--- src/rtl/ready_wait_timer.sv ---
// Purpose: Shared constants and the driver-ready wait timer.
// Assumes: One 20 MHz clock, synchronous active-high reset.
// Notes: The timer only counts while its run input is held.

package interlock_pkg;
  // ------------------------------------------------------------------
  // Timing
  // ------------------------------------------------------------------
  localparam int unsigned CLK_HZ = 20_000_000;
  localparam int unsigned READY_WAIT_S = 3;
  localparam int unsigned READY_WAIT_CYCLES = READY_WAIT_S * CLK_HZ;
  localparam int TMR_W = 26;

  // ------------------------------------------------------------------
  // Parameter encoding and alarm code
  // ------------------------------------------------------------------
  localparam logic GATE_DISABLE = 1'b0;
  localparam logic GATE_ENABLE = 1'b1;
  localparam logic GATE_FACTORY_DEFAULT = GATE_DISABLE;
  localparam logic [7:0] ALARM_NONE = 8'h00;
  localparam logic [7:0] ALARM_DRIVER_CONNECTION = 8'h6f;

  // ------------------------------------------------------------------
  // Types
  // ------------------------------------------------------------------
  typedef enum logic [1:0] {
    ST_IDLE = 2'b00,
    ST_WAIT = 2'b01,
    ST_RUN = 2'b11,
    ST_ALARM = 2'b10
  } motion_state_e;

  // Host command towards the enable parameter
  typedef struct packed {
    logic imm_write;
    logic imm_read;
    logic seq_write;
    logic seq_read;
    logic save;
    logic data;
  } param_cmd_s;

  // Parameter read-back: staged (unsaved) value and value in force
  typedef struct packed {
    logic valid;
    logic staged;
    logic active;
  } param_rd_s;

  // Nonvolatile image of the enable parameter
  typedef struct packed {
    logic valid;
    logic value;
  } nv_image_s;
endpackage

`timescale 1ns/1ps

module ready_wait_timer #(
  parameter int unsigned limit = interlock_pkg::READY_WAIT_CYCLES
) (
  // Clock and reset
  input wire logic clk,
  input wire logic rst,
  // Control
  input wire logic run,
  output logic expired
);
  import interlock_pkg::*;

  localparam logic [TMR_W-1:0] LAST = TMR_W'(limit - 1);

  logic [TMR_W-1:0] cnt_r;

  // Restarts from zero every time run drops, so each wait is timed afresh
  always_ff @(posedge clk) begin
    if (rst || !run) begin
      cnt_r <= '0;
    end else if (cnt_r != LAST) begin
      cnt_r <= cnt_r + TMR_W'(1);
    end
  end

  assign expired = run && (cnt_r == LAST);
endmodule // ready_wait_timer

--- src/rtl/driver_ready_interlock.sv ---
// Purpose: Gate motion start on the driver ready input and drive ready out.
// Assumes: Inputs synchronous to clk; nonvolatile image stable at reset.
// Notes: The enable parameter in force changes only during reset and at reset release.
//
// Notes on behaviour
// One-bit enable: 0 ignores, 1 honours ready.
// Enable defaults to 0 when never saved.
// New value applies only after save and reset.
// Power-up loads last saved value, unsaved lost.
// Nothing saved: load factory default at power-up.
// Host reads/writes; sequences may only read.
// Enabled start first samples driver ready input.
// Ready at start: pulses begin without delay.
// Not ready: hold pulses until ready rises.
// Three seconds not ready: alarm code 0x6f.
// Enabled: ready out needs idle and driver ready.
// Disabled: ready out ignores driver ready input.
// On timeout alarm, pending motion is dropped.

`timescale 1ns/1ps

module driver_ready_interlock #(
  parameter int unsigned timeout_cycles = interlock_pkg::READY_WAIT_CYCLES
) (
  // Clock and reset
  input wire logic clk,
  input wire logic rst,
  // Parameter commands and nonvolatile storage
  input wire interlock_pkg::param_cmd_s param_cmd,
  output interlock_pkg::param_rd_s param_rd,
  output logic seq_write_refused,
  input wire interlock_pkg::nv_image_s nv_image,
  output logic nv_write,
  output logic nv_write_data,
  // Motion sequencing
  input wire logic start_req,
  input wire logic motion_done,
  input wire logic program_running,
  input wire logic alarm_clear,
  output logic pulse_enable,
  output logic motion_pending,
  output logic alarm_active,
  output logic [7:0] alarm_code,
  // Driver and I/O connector
  input wire logic driver_ready_input_status,
  output logic controller_ready_local,
  output logic controller_ready_remote,
  output logic driver_ready_gate_enable
);
  import interlock_pkg::*;

  // ------------------------------------------------------------------
  // Parameter storage
  // ------------------------------------------------------------------
  logic loaded_r;
  logic gate_en_r;
  logic staged_r;
  logic nv_write_r;
  logic nv_write_data_r;
  param_rd_s param_rd_r;
  logic seq_refused_r;

  function automatic logic power_up_value(input nv_image_s img);
    return img.valid ? img.value : GATE_FACTORY_DEFAULT;
  endfunction

  // The image is caught by a clocked load one edge after reset release
  always_ff @(posedge clk) begin
    if (rst) begin
      loaded_r <= 1'b0;
      gate_en_r <= GATE_FACTORY_DEFAULT;
    end else if (!loaded_r) begin
      loaded_r <= 1'b1;
      gate_en_r <= power_up_value(nv_image);
    end
  end

  // Staged copy is what the host edits; it never steers the interlock
  always_ff @(posedge clk) begin
    if (rst) begin
      staged_r <= GATE_FACTORY_DEFAULT;
    end else if (!loaded_r) begin
      staged_r <= power_up_value(nv_image);
    end else if (param_cmd.imm_write) begin
      staged_r <= param_cmd.data;
    end
  end

  always_ff @(posedge clk) begin
    if (rst) begin
      nv_write_r <= 1'b0;
      nv_write_data_r <= GATE_FACTORY_DEFAULT;
    end else begin
      nv_write_r <= loaded_r && param_cmd.save;
      if (loaded_r && param_cmd.save) begin
        nv_write_data_r <= staged_r;
      end
    end
  end

  // Sequence writes are refused and flagged for one cycle
  always_ff @(posedge clk) begin
    if (rst) begin
      param_rd_r <= '0;
      seq_refused_r <= 1'b0;
    end else begin
      param_rd_r.valid <= loaded_r && (param_cmd.imm_read || param_cmd.seq_read);
      param_rd_r.staged <= staged_r;
      param_rd_r.active <= gate_en_r;
      seq_refused_r <= param_cmd.seq_write;
    end
  end

  // ------------------------------------------------------------------
  // Motion start interlock
  // ------------------------------------------------------------------
  motion_state_e state_r;
  motion_state_e state_nxt;
  logic wait_expired;
  logic start_ok;
  logic drv_gate_ok;

  ready_wait_timer #(
    .limit(timeout_cycles)
  ) u_timer (
    .clk(clk),
    .rst(rst),
    .run(state_r == ST_WAIT),
    .expired(wait_expired)
  );

  // Starts are refused until the parameter has been loaded
  assign start_ok = loaded_r && start_req;
  assign drv_gate_ok = (gate_en_r == GATE_DISABLE) || driver_ready_input_status;

  always_comb begin
    state_nxt = state_r;
    case (state_r)
      ST_IDLE: begin
        if (start_ok) begin
          state_nxt = drv_gate_ok ? ST_RUN : ST_WAIT;
        end
      end
      ST_WAIT: begin
        // Ready arriving on the expiry cycle still wins the race
        if (driver_ready_input_status) begin
          state_nxt = ST_RUN;
        end else if (wait_expired) begin
          state_nxt = ST_ALARM;
        end
      end
      ST_RUN: begin
        if (motion_done) begin
          state_nxt = ST_IDLE;
        end
      end
      ST_ALARM: begin
        if (alarm_clear) begin
          state_nxt = ST_IDLE;
        end
      end
      default: begin
        state_nxt = ST_IDLE;
      end
    endcase
  end

  always_ff @(posedge clk) begin
    if (rst) begin
      state_r <= ST_IDLE;
    end else begin
      state_r <= state_nxt;
    end
  end

  // ------------------------------------------------------------------
  // Alarm and outputs
  // ------------------------------------------------------------------
  logic [7:0] alarm_code_r;
  logic ready_out_r;
  logic pulse_en_r;
  logic pending_r;

  always_ff @(posedge clk) begin
    if (rst) begin
      alarm_code_r <= ALARM_NONE;
    end else if (state_nxt == ST_ALARM && state_r == ST_WAIT) begin
      alarm_code_r <= ALARM_DRIVER_CONNECTION;
    end else if (state_r == ST_ALARM && alarm_clear) begin
      alarm_code_r <= ALARM_NONE;
    end
  end

  // Pulses only ever run in the run state; the alarm path skips it
  always_ff @(posedge clk) begin
    if (rst) begin
      pulse_en_r <= 1'b0;
      pending_r <= 1'b0;
    end else begin
      pulse_en_r <= (state_nxt == ST_RUN);
      pending_r <= (state_nxt == ST_WAIT);
    end
  end

  // Ready out lags its inputs by one clock, far below connector timing
  always_ff @(posedge clk) begin
    if (rst) begin
      ready_out_r <= 1'b0;
    end else begin
      ready_out_r <= loaded_r && (state_nxt == ST_IDLE) && !program_running
                     && drv_gate_ok;
    end
  end

  assign param_rd = param_rd_r;
  assign seq_write_refused = seq_refused_r;
  assign nv_write = nv_write_r;
  assign nv_write_data = nv_write_data_r;
  assign pulse_enable = pulse_en_r;
  assign motion_pending = pending_r;
  assign alarm_active = (state_r == ST_ALARM);
  assign alarm_code = alarm_code_r;
  assign controller_ready_local = ready_out_r;
  assign controller_ready_remote = ready_out_r;
  assign driver_ready_gate_enable = gate_en_r;
endmodule // driver_ready_interlock

--- config.mk ---
export PLATFORM = sky130hd
export DESIGN_NAME = driver_ready_interlock
export DESIGN_NICKNAME = d
export VERILOG_FILES = /design/src/rtl/ready_wait_timer.sv /design/src/rtl/driver_ready_interlock.sv
export SDC_FILE = /design/constraint.sdc
export NUM_CORES = 1
export LEC_CHECK = 0
export ABC_CLOCK_PERIOD_IN_PS = 2430
export BUFFER_PORTS_ARGS = -buffer_cell sky130_fd_sc_hd__buf_2
export CELL_PAD_IN_SITES_DETAIL_PLACEMENT = 1
export CELL_PAD_IN_SITES_GLOBAL_PLACEMENT = 2
export CORE_MARGIN = 3
export CORE_UTILIZATION = 33
export CTS_BUF_LIST = sky130_fd_sc_hd__clkbuf_4 sky130_fd_sc_hd__clkbuf_8 sky130_fd_sc_hd__clkbuf_16
export DETAILED_ROUTE_END_ITERATION = 8
export GPL_TIMING_DRIVEN = 1
export PLACE_DENSITY = 0.88
export RECOVER_POWER = 100
export SYNTH_ARGS = -nofsm -noshare
export SYNTH_HDL_FRONTEND = slang
export SYNTH_SLANG_ARGS = --single-unit
--- constraint.sdc ---
create_clock -name clk -period 2.43 [get_ports clk]
set_input_delay 0.243 -clock clk [delete_from_list [all_inputs] [get_ports clk]]
set_output_delay 0.243 -clock clk [all_outputs]
set_load 0.01 [all_outputs]
==> results.txt, run 1 <==
The final setup TNS came out at 0 ns. Leaving out filler cells and counting taps, the final layout contains 312. The maximum number of pins on one net before global-route repair came out at 18.

The HPWL reported at the end of detailed placement is ~3300 um. The critical-path maximum fanout came out at 9. Summed over its instances, the top area cell type makes up 42.8% of the synthesized netlist area.

The worst setup path is launched from a flip-flop. The post-synth design cell area is 1920 um2. Detailed routing inserted a total of 1548 vias.

The root buffer selected by CTS is clkbuf_8. The number of CTS-inserted buffers is 5. Of the total power, registers draw slightly above 50%. The worst setup skew after layout is ~0.0067 ns. Summed over all layers, the global routing overflow is 0.

Once layout is done, the placed cells without fillers occupy 2120 um2. The Yosys warning count is 0. The total of flip-flops plus latches after synthesis is 41. The most critical setup path has its startpoint at u_timer.cnt_r[0]. The total die area is 6760 um2. 35 I/O pins were placed. From synthesis to final layout, the design area changed by 10.6%.

The clock insertion delay at the later pin of the skew report came out at 0.30 ns. The number of hold-slack violations in the final timing report came out at 0. Cells fill 38.0% of the core in the end. The final antenna-violating net count came out at 0. The highest clock rate is 513 MHz. The detail-routed via count per cell came out at 4.96. The number of slew-limit violations in the final report came to 0. Summed over all instances, the cell type with the most area after synthesis is dfxtp_1.

The critical path data required time is 2.67 ns. The net total in the final layout came out at 255. The arrival time at the worst endpoint came out at 2.19 ns. The count of filler cells inserted in the layout is 709. The post-route worst hold slack is 0.0989 ns. Ranked by instance count, the synthesized netlist is headed by dfxtp_1, nor2_1, nand2_1, xor2_1, nand3_1. The number of gates given a new drive strength after cts came out at 0. The number of global-route vias before repair came out at 1597.

The routing usage on met1 came out at between 10% and 20%. The region available for standard cell placement spans 5570 um2. The net switching power of the design is between 0.3 and 0.4 mW. Dividing the detail-routed wire length by the instance count gives between 10 and 15 um.

The peak supply drop came out at around 0.23 mV. The register area share after synthesis is between 40% and 50%. In this run the critical register-to-register path is launched from u_timer.cnt_r[0]. The internal portion of the total power is 1.05 mW.

The number of placed instances with taps included is 304. In this run the post-CTS setup repair buffer count came out at 0. The average instance in the mapped netlist occupies a little under 9 um2.

Clock tree synthesis found a total of 41 sinks. The async set-reset flop share out of synthesis came out at 0%. The met3 track demand over resource is 3.25%. The number of distinct library cells after synthesis came out at 48. The number of cell rows came out at 27.

The most heavily used metal layer in global routing is met2. The power per cell area is ~640 nW/um2. After synthesis, the cell types taking the most area are dfxtp_1, xor2_1, nor2_1, nand2_1, buf_4. The y dimension of the die is 82.2 um. The completed layout was analyzed and its total power is 1.36 mW.

The cell with the most instances after synthesis is dfxtp_1. The clock tree synthesis step divided the H-tree into 2 levels. Clock-pin slew was measured on the worst setup and hold paths at ~0.080 ns. In the post-route analysis, the smallest setup slack over all paths is ~0.48 ns. The setup slack after placement came out at 0.516 ns. The worst hold path begins at program_running. Max-cap violations in this run came to 0. The final routed wirelength across all metal layers came out at approximately 4400 um. The maximum count of clock buffers along a single path came out at 2. The antenna diode count is 0. The global-route wire length before repair is 7640 um. The time the final worst path needs with I/O delays and setup is 1.95 ns. Combinational cells account for between 5 and 6% of the total power. The detailed-routing iteration count for the pre-antenna-repair pass came out at 4.

The flow ran to the end, and the final reports show no timing, DRC or antenna violations. The startpoint-to-endpoint class of the critical path is flip-flop to flip-flop. For this run, design rule violations remaining after detail routing come to 0. In this run, the number of DRC markers left after iteration 0 of detailed routing was 68. The path category of the worst min-delay check is input port to flip-flop.

In this run switching power makes up between 20% and 30% of total power. The initial cell density of the core is around a third. In the synthesized netlist the dominant register cell turns out to be dfxtp_1. The number of synthesized flops with an enable pin came out at 0. The total area of multi-input combinational cells is 942 um2. Setup repair after global routing left no endpoint under its margin.

The post-synthesis cell count is roughly 220. The port buffer count came out at 32. The instance area after placement is between 2000 and 2500 um2. Hold repair after CTS inserted 0 buffers.

The fraction of met2 tracks used by global routing is 24.5%. The fraction of the cycle the final worst path needs is 80.2%. The number of antenna violations at the first check in global routing came out at 0. At the end of routability-driven placement, the weighted congestion stood at ~0.77.

The area taken by flip-flops and latches came out at 821 um2. The TritonCTS clock tree is done. The worst setup path is captured at a flip-flop. The leakage power of the design is 0.752 nW. The setup violation total in the final timing report is 0. The width of the chip is between 80 and 90 um. The clock power share came out at 42.6%. The worst-case register-to-register setup slack came out at about 0.48 ns. The share of layout cells above drive strength 1 came out at a little under an eighth. The global router's overall resource usage came out at 14.6%.
power by group through the flow:
stage | sequential, mW | combinational, mW | clock, mW
CTS | 0.698 | 0.0860 | 0.594
detailed placement | 0.714 | 0.0858 | 0
floorplan | 0.711 | 0.0554 | 0
finish | 0.698 | 0.0801 | 0.577
global placement | 0.714 | 0.0840 | 0
global route | 0.702 | 0.0922 | 0.621
critical path, cell delays in order (launching register included):
cell,delay [ns]
dfxtp_1,0.41
ha_1,0.26
and4_1,0.40
nand3_1,0.26
or4_1,0.47
nand2_1,0.09
logic make-up after synthesis:
kind of cell,share of synthesized area (%)
AO/OA/AOI/OAI,11.4
multiplexers,1.57
AND/OR/NAND/NOR,30.0
flip-flops,42.8
XOR/XNOR,6.40
adder cells (fa/ha/maj),0.653
buffers and inverters,7.05
other,0.196
flip-flops by register name, indices dropped and copies added (netlist names):
signal and count:
u_timer.cnt_r 26, param_rd 3, state_r 2, alarm_code 1
controller_ready_local 1, driver_ready_gate_enable 1, loaded_r 1, motion_pending 1
nv_write 1, nv_write_data 1, pulse_enable 1, seq_write_refused 1
staged_r 1
cells in the final DEF (no fill, tap or decap), types with 5 or more instances in the layout:
cell | Yosys | final
buf_2 | 2 | 13
o21ai_0 | 8 | 9
clkbuf_1 | 3 | 19
a21oi_1 | 10 | 10
nor2_1 | 25 | 25
xor2_1 | 13 | 13
dfxtp_1 | 41 | 41
clkbuf_8 | 0 | 6
nor2b_1 | 6 | 6
and3_1 | 7 | 7
nand3_1 | 11 | 12
or3_1 | 5 | 5
nand2_1 | 20 | 20
worst paths after layout:
path                                                to  cells after the start
worst max register to register       u_timer.cnt_r[20]                      5
worst min-delay path            controller_ready_local                      2
worst max-delay path                 u_timer.cnt_r[20]                      5
worst min register to register           nv_write_data                      2
routing by layer:
metal | up-vias | share of wire [%]
met3 | 5 | 3.5
met4 | 0 | 1.6
met5 | - | 0
li1 | 792 | -
met2 | 26 | 49
met1 | 725 | 46
cell type report:
class	count	area share [%]
flip-flops and latches	41	38.7
well taps	72	4.25
clock inverters	2	1.77
inverters	1	0.177
repair buffers	33	6.78
multi-input cells	157	44.4
clock buffers	6	3.89
No activity file was read; power rests on OpenSTA's default activity.
==> inputs of run 2 (changes only) <==
--- a/config.mk
+++ b/config.mk
@@ -5,7 +5,7 @@
 export SDC_FILE = /design/constraint.sdc
 export NUM_CORES = 1
 export LEC_CHECK = 0
-export ABC_CLOCK_PERIOD_IN_PS = 2430
+export ABC_CLOCK_PERIOD_IN_PS = 2000
 export BUFFER_PORTS_ARGS = -buffer_cell sky130_fd_sc_hd__buf_2
 export CELL_PAD_IN_SITES_DETAIL_PLACEMENT = 1
 export CELL_PAD_IN_SITES_GLOBAL_PLACEMENT = 2
==> constraint.sdc (replaced) <==
create_clock -name clk -period 2 [get_ports clk]
set_input_delay 0.2 -clock clk [delete_from_list [all_inputs] [get_ports clk]]
set_output_delay 0.2 -clock clk [all_outputs]
set_load 0.01 [all_outputs]
==> results.txt, run 2 (synthesis gave the netlist of run 1 again) <==
The critical path is of the flip-flop to flip-flop type. The number of H-tree branching levels is 2. The setup violation total in the final timing report is 0. The critical path data required time is 2.18 ns. The critical-path maximum fanout came out at 9. Across the run, the number of max-cap violations was 0. The overall via count from detail_route came out at 1604.

The number of cell rows came out at 27. The critical path goes through ha_1 -> and4_1 -> and3_2 -> o41ai_2 -> nor2b_1. The y dimension of the die came out at 82.2 um. The die covers around 6800 um2. For this design the top-level I/O count stands at 35. u_timer.cnt_r holds more flip-flops than any other register. The number of global-route vias before repair is 1580.

The detailed router's first-iteration violation count came out at 60. The number of gates resized after CTS was 0. On the worst path, the slowest cell contributes a delay of 0.41 ns. The final setup TNS is 0 ns. The region available for standard cell placement spans 5570 um2. The HPWL reported at the end of detailed placement came out at ~3400 um.

The clock insertion delay at the later pin of the skew report came out at roughly 0.29 ns. The width of the chip is 82.2 um. The longest clock path from root to sink contains 2 buffers. The worst setup path is launched from a flip-flop. The number of slew-limit violations in the final report is 0. The worst setup skew after layout is roughly 0.0063 ns. The number of antenna violations at the first check in global routing is 0. In this run the worst setup path begins at u_timer.cnt_r[1]. The TritonCTS clock tree is done. The library cell used most frequently in the layout, excluding fill and tap cells, is dfxtp_1.

Compared with the post-synthesis result, the final layout area differs by 13.4%. In this run the critical register-to-register path is launched from u_timer.cnt_r[1]. The maximum number of pins on one net before global-route repair is 12.

The fraction of the cycle the final worst path needs is between 90% and 100%. The total congestion overflow after global routing came out at 0. The number of setup buffers added after CTS is 0.

The total number of clock tree sinks came out at 41. Leaving out fill and tap cells, the most frequent cells in the layout are dfxtp_1, nor2_1, clkbuf_1. The net total in the final layout is roughly 270.

Among all stages on the critical path, the largest delay is contributed by o41ai_2. The placer's final routability congestion estimate is 0.778. The share of layout cells above drive strength 1 came out at between 10% and 20%.

The run finished with clean final reports. The number of flip-flops in the largest register is 26. The initial utilization of the core area, before any placement, comes to 34.4%.

The peak supply drop is 0.283 mV. The number of hold-slack violations in the final timing report came out at 0. The worst register-to-register path has a setup slack of between 0.15 and 0.2 ns.

The antenna diode count is 0. The global router's overall resource usage is 14.3%. The clock slew seen by the registers of the worst setup and hold paths is roughly 0.07 ns. The path class of the tightest hold or removal check is input port to flip-flop. The final layout contains routed wiring with a total length of 4310 um. The setup slack after placement came out at 0.108 ns.

The final antenna-violating net count is 0. The worst setup path is captured at a flip-flop. Setup repair after global routing left no endpoint under its margin. For this run, design rule violations remaining after detail routing come to 0. The arrival time at the worst endpoint is 1.99 ns.

The first global-routing pass estimated approximately 7400 um of wire. The first detailed-routing pass took 4 iterations. Dividing the detail-routed wire length by the instance count gives around 13 um. The detail-routed via count per cell came out at 4.98. The worst min-delay path startpoint is program_running. The cell sitting at the root of the clock tree is a clkbuf_8. The power per cell area came out at 671 nW/um2. The number of CTS-inserted buffers is 5. Port buffering added 32 buffers. The time the final worst path needs with I/O delays and setup is 1.81 ns.

The hold buffer count at CTS is 0. For this design the static power due to leakage is roughly 0.78 nW. The worst path meets setup with 0.186 ns of slack. The highest clock rate came out at 551 MHz.
## run 2: final cells by class
class | instances | area [um2]
Sequential cell | 41 | 821
Clock inverter | 1 | 5.00
Fill cell | 708 | 3400
Timing Repair Buffer | 45 | 219
Tap cell | 72 | 90.1
Multi-Input combinational cell | 157 | 966
Clock buffer | 5 | 68.8
Inverter | 1 | 3.75
## run 2: worst max-delay path: cells and delay by family (launching register included)
family                     cells  cell delay (ns)
DFF                            1             0.35
and+or+nand+nor                3             0.69
adders and majority gates      1             0.25
AOI/OAI and AO/OA              1             0.41
## run 2: worst paths after layout
kind | end | cells after the start
min | controller_ready_local | 2
max | pulse_enable | 5
min reg2reg | nv_write_data | 2
max reg2reg | pulse_enable | 5
## run 2: report_power, final
group / switching (mW) / internal (mW)
Combinational: 0.0697 / 0.0491
Sequential: 0.00715 / 0.832
Clock: 0.271 / 0.230
Total: 0.348 / 1.11
## run 2: routing by layer
layer / track usage (%) / vias up / part of all wire [%]
met5: 0 / - / 0
met4: 5.98 / 0 / 2.0
met3: 2.93 / 5 / 3.0
met2: 23.1 / 23 / 46
met1: 18.4 / 763 / 49
li1: - / 813 / -
## run 2: per-stage QoR
step	cell area, um2	instances	utilization [%]	total power, mW	hold WS, ns
floorplan	1920	217	-	0.931	0.276
global placement	2140	316	38.3	0.983	0.367
detailed placement	2140	316	38.3	0.984	0.366
CTS	2210	322	39.7	1.49	0.0502
global route	2170	322	39.0	1.55	0.0533
finish	2170	322	39.0	1.46	0.0587
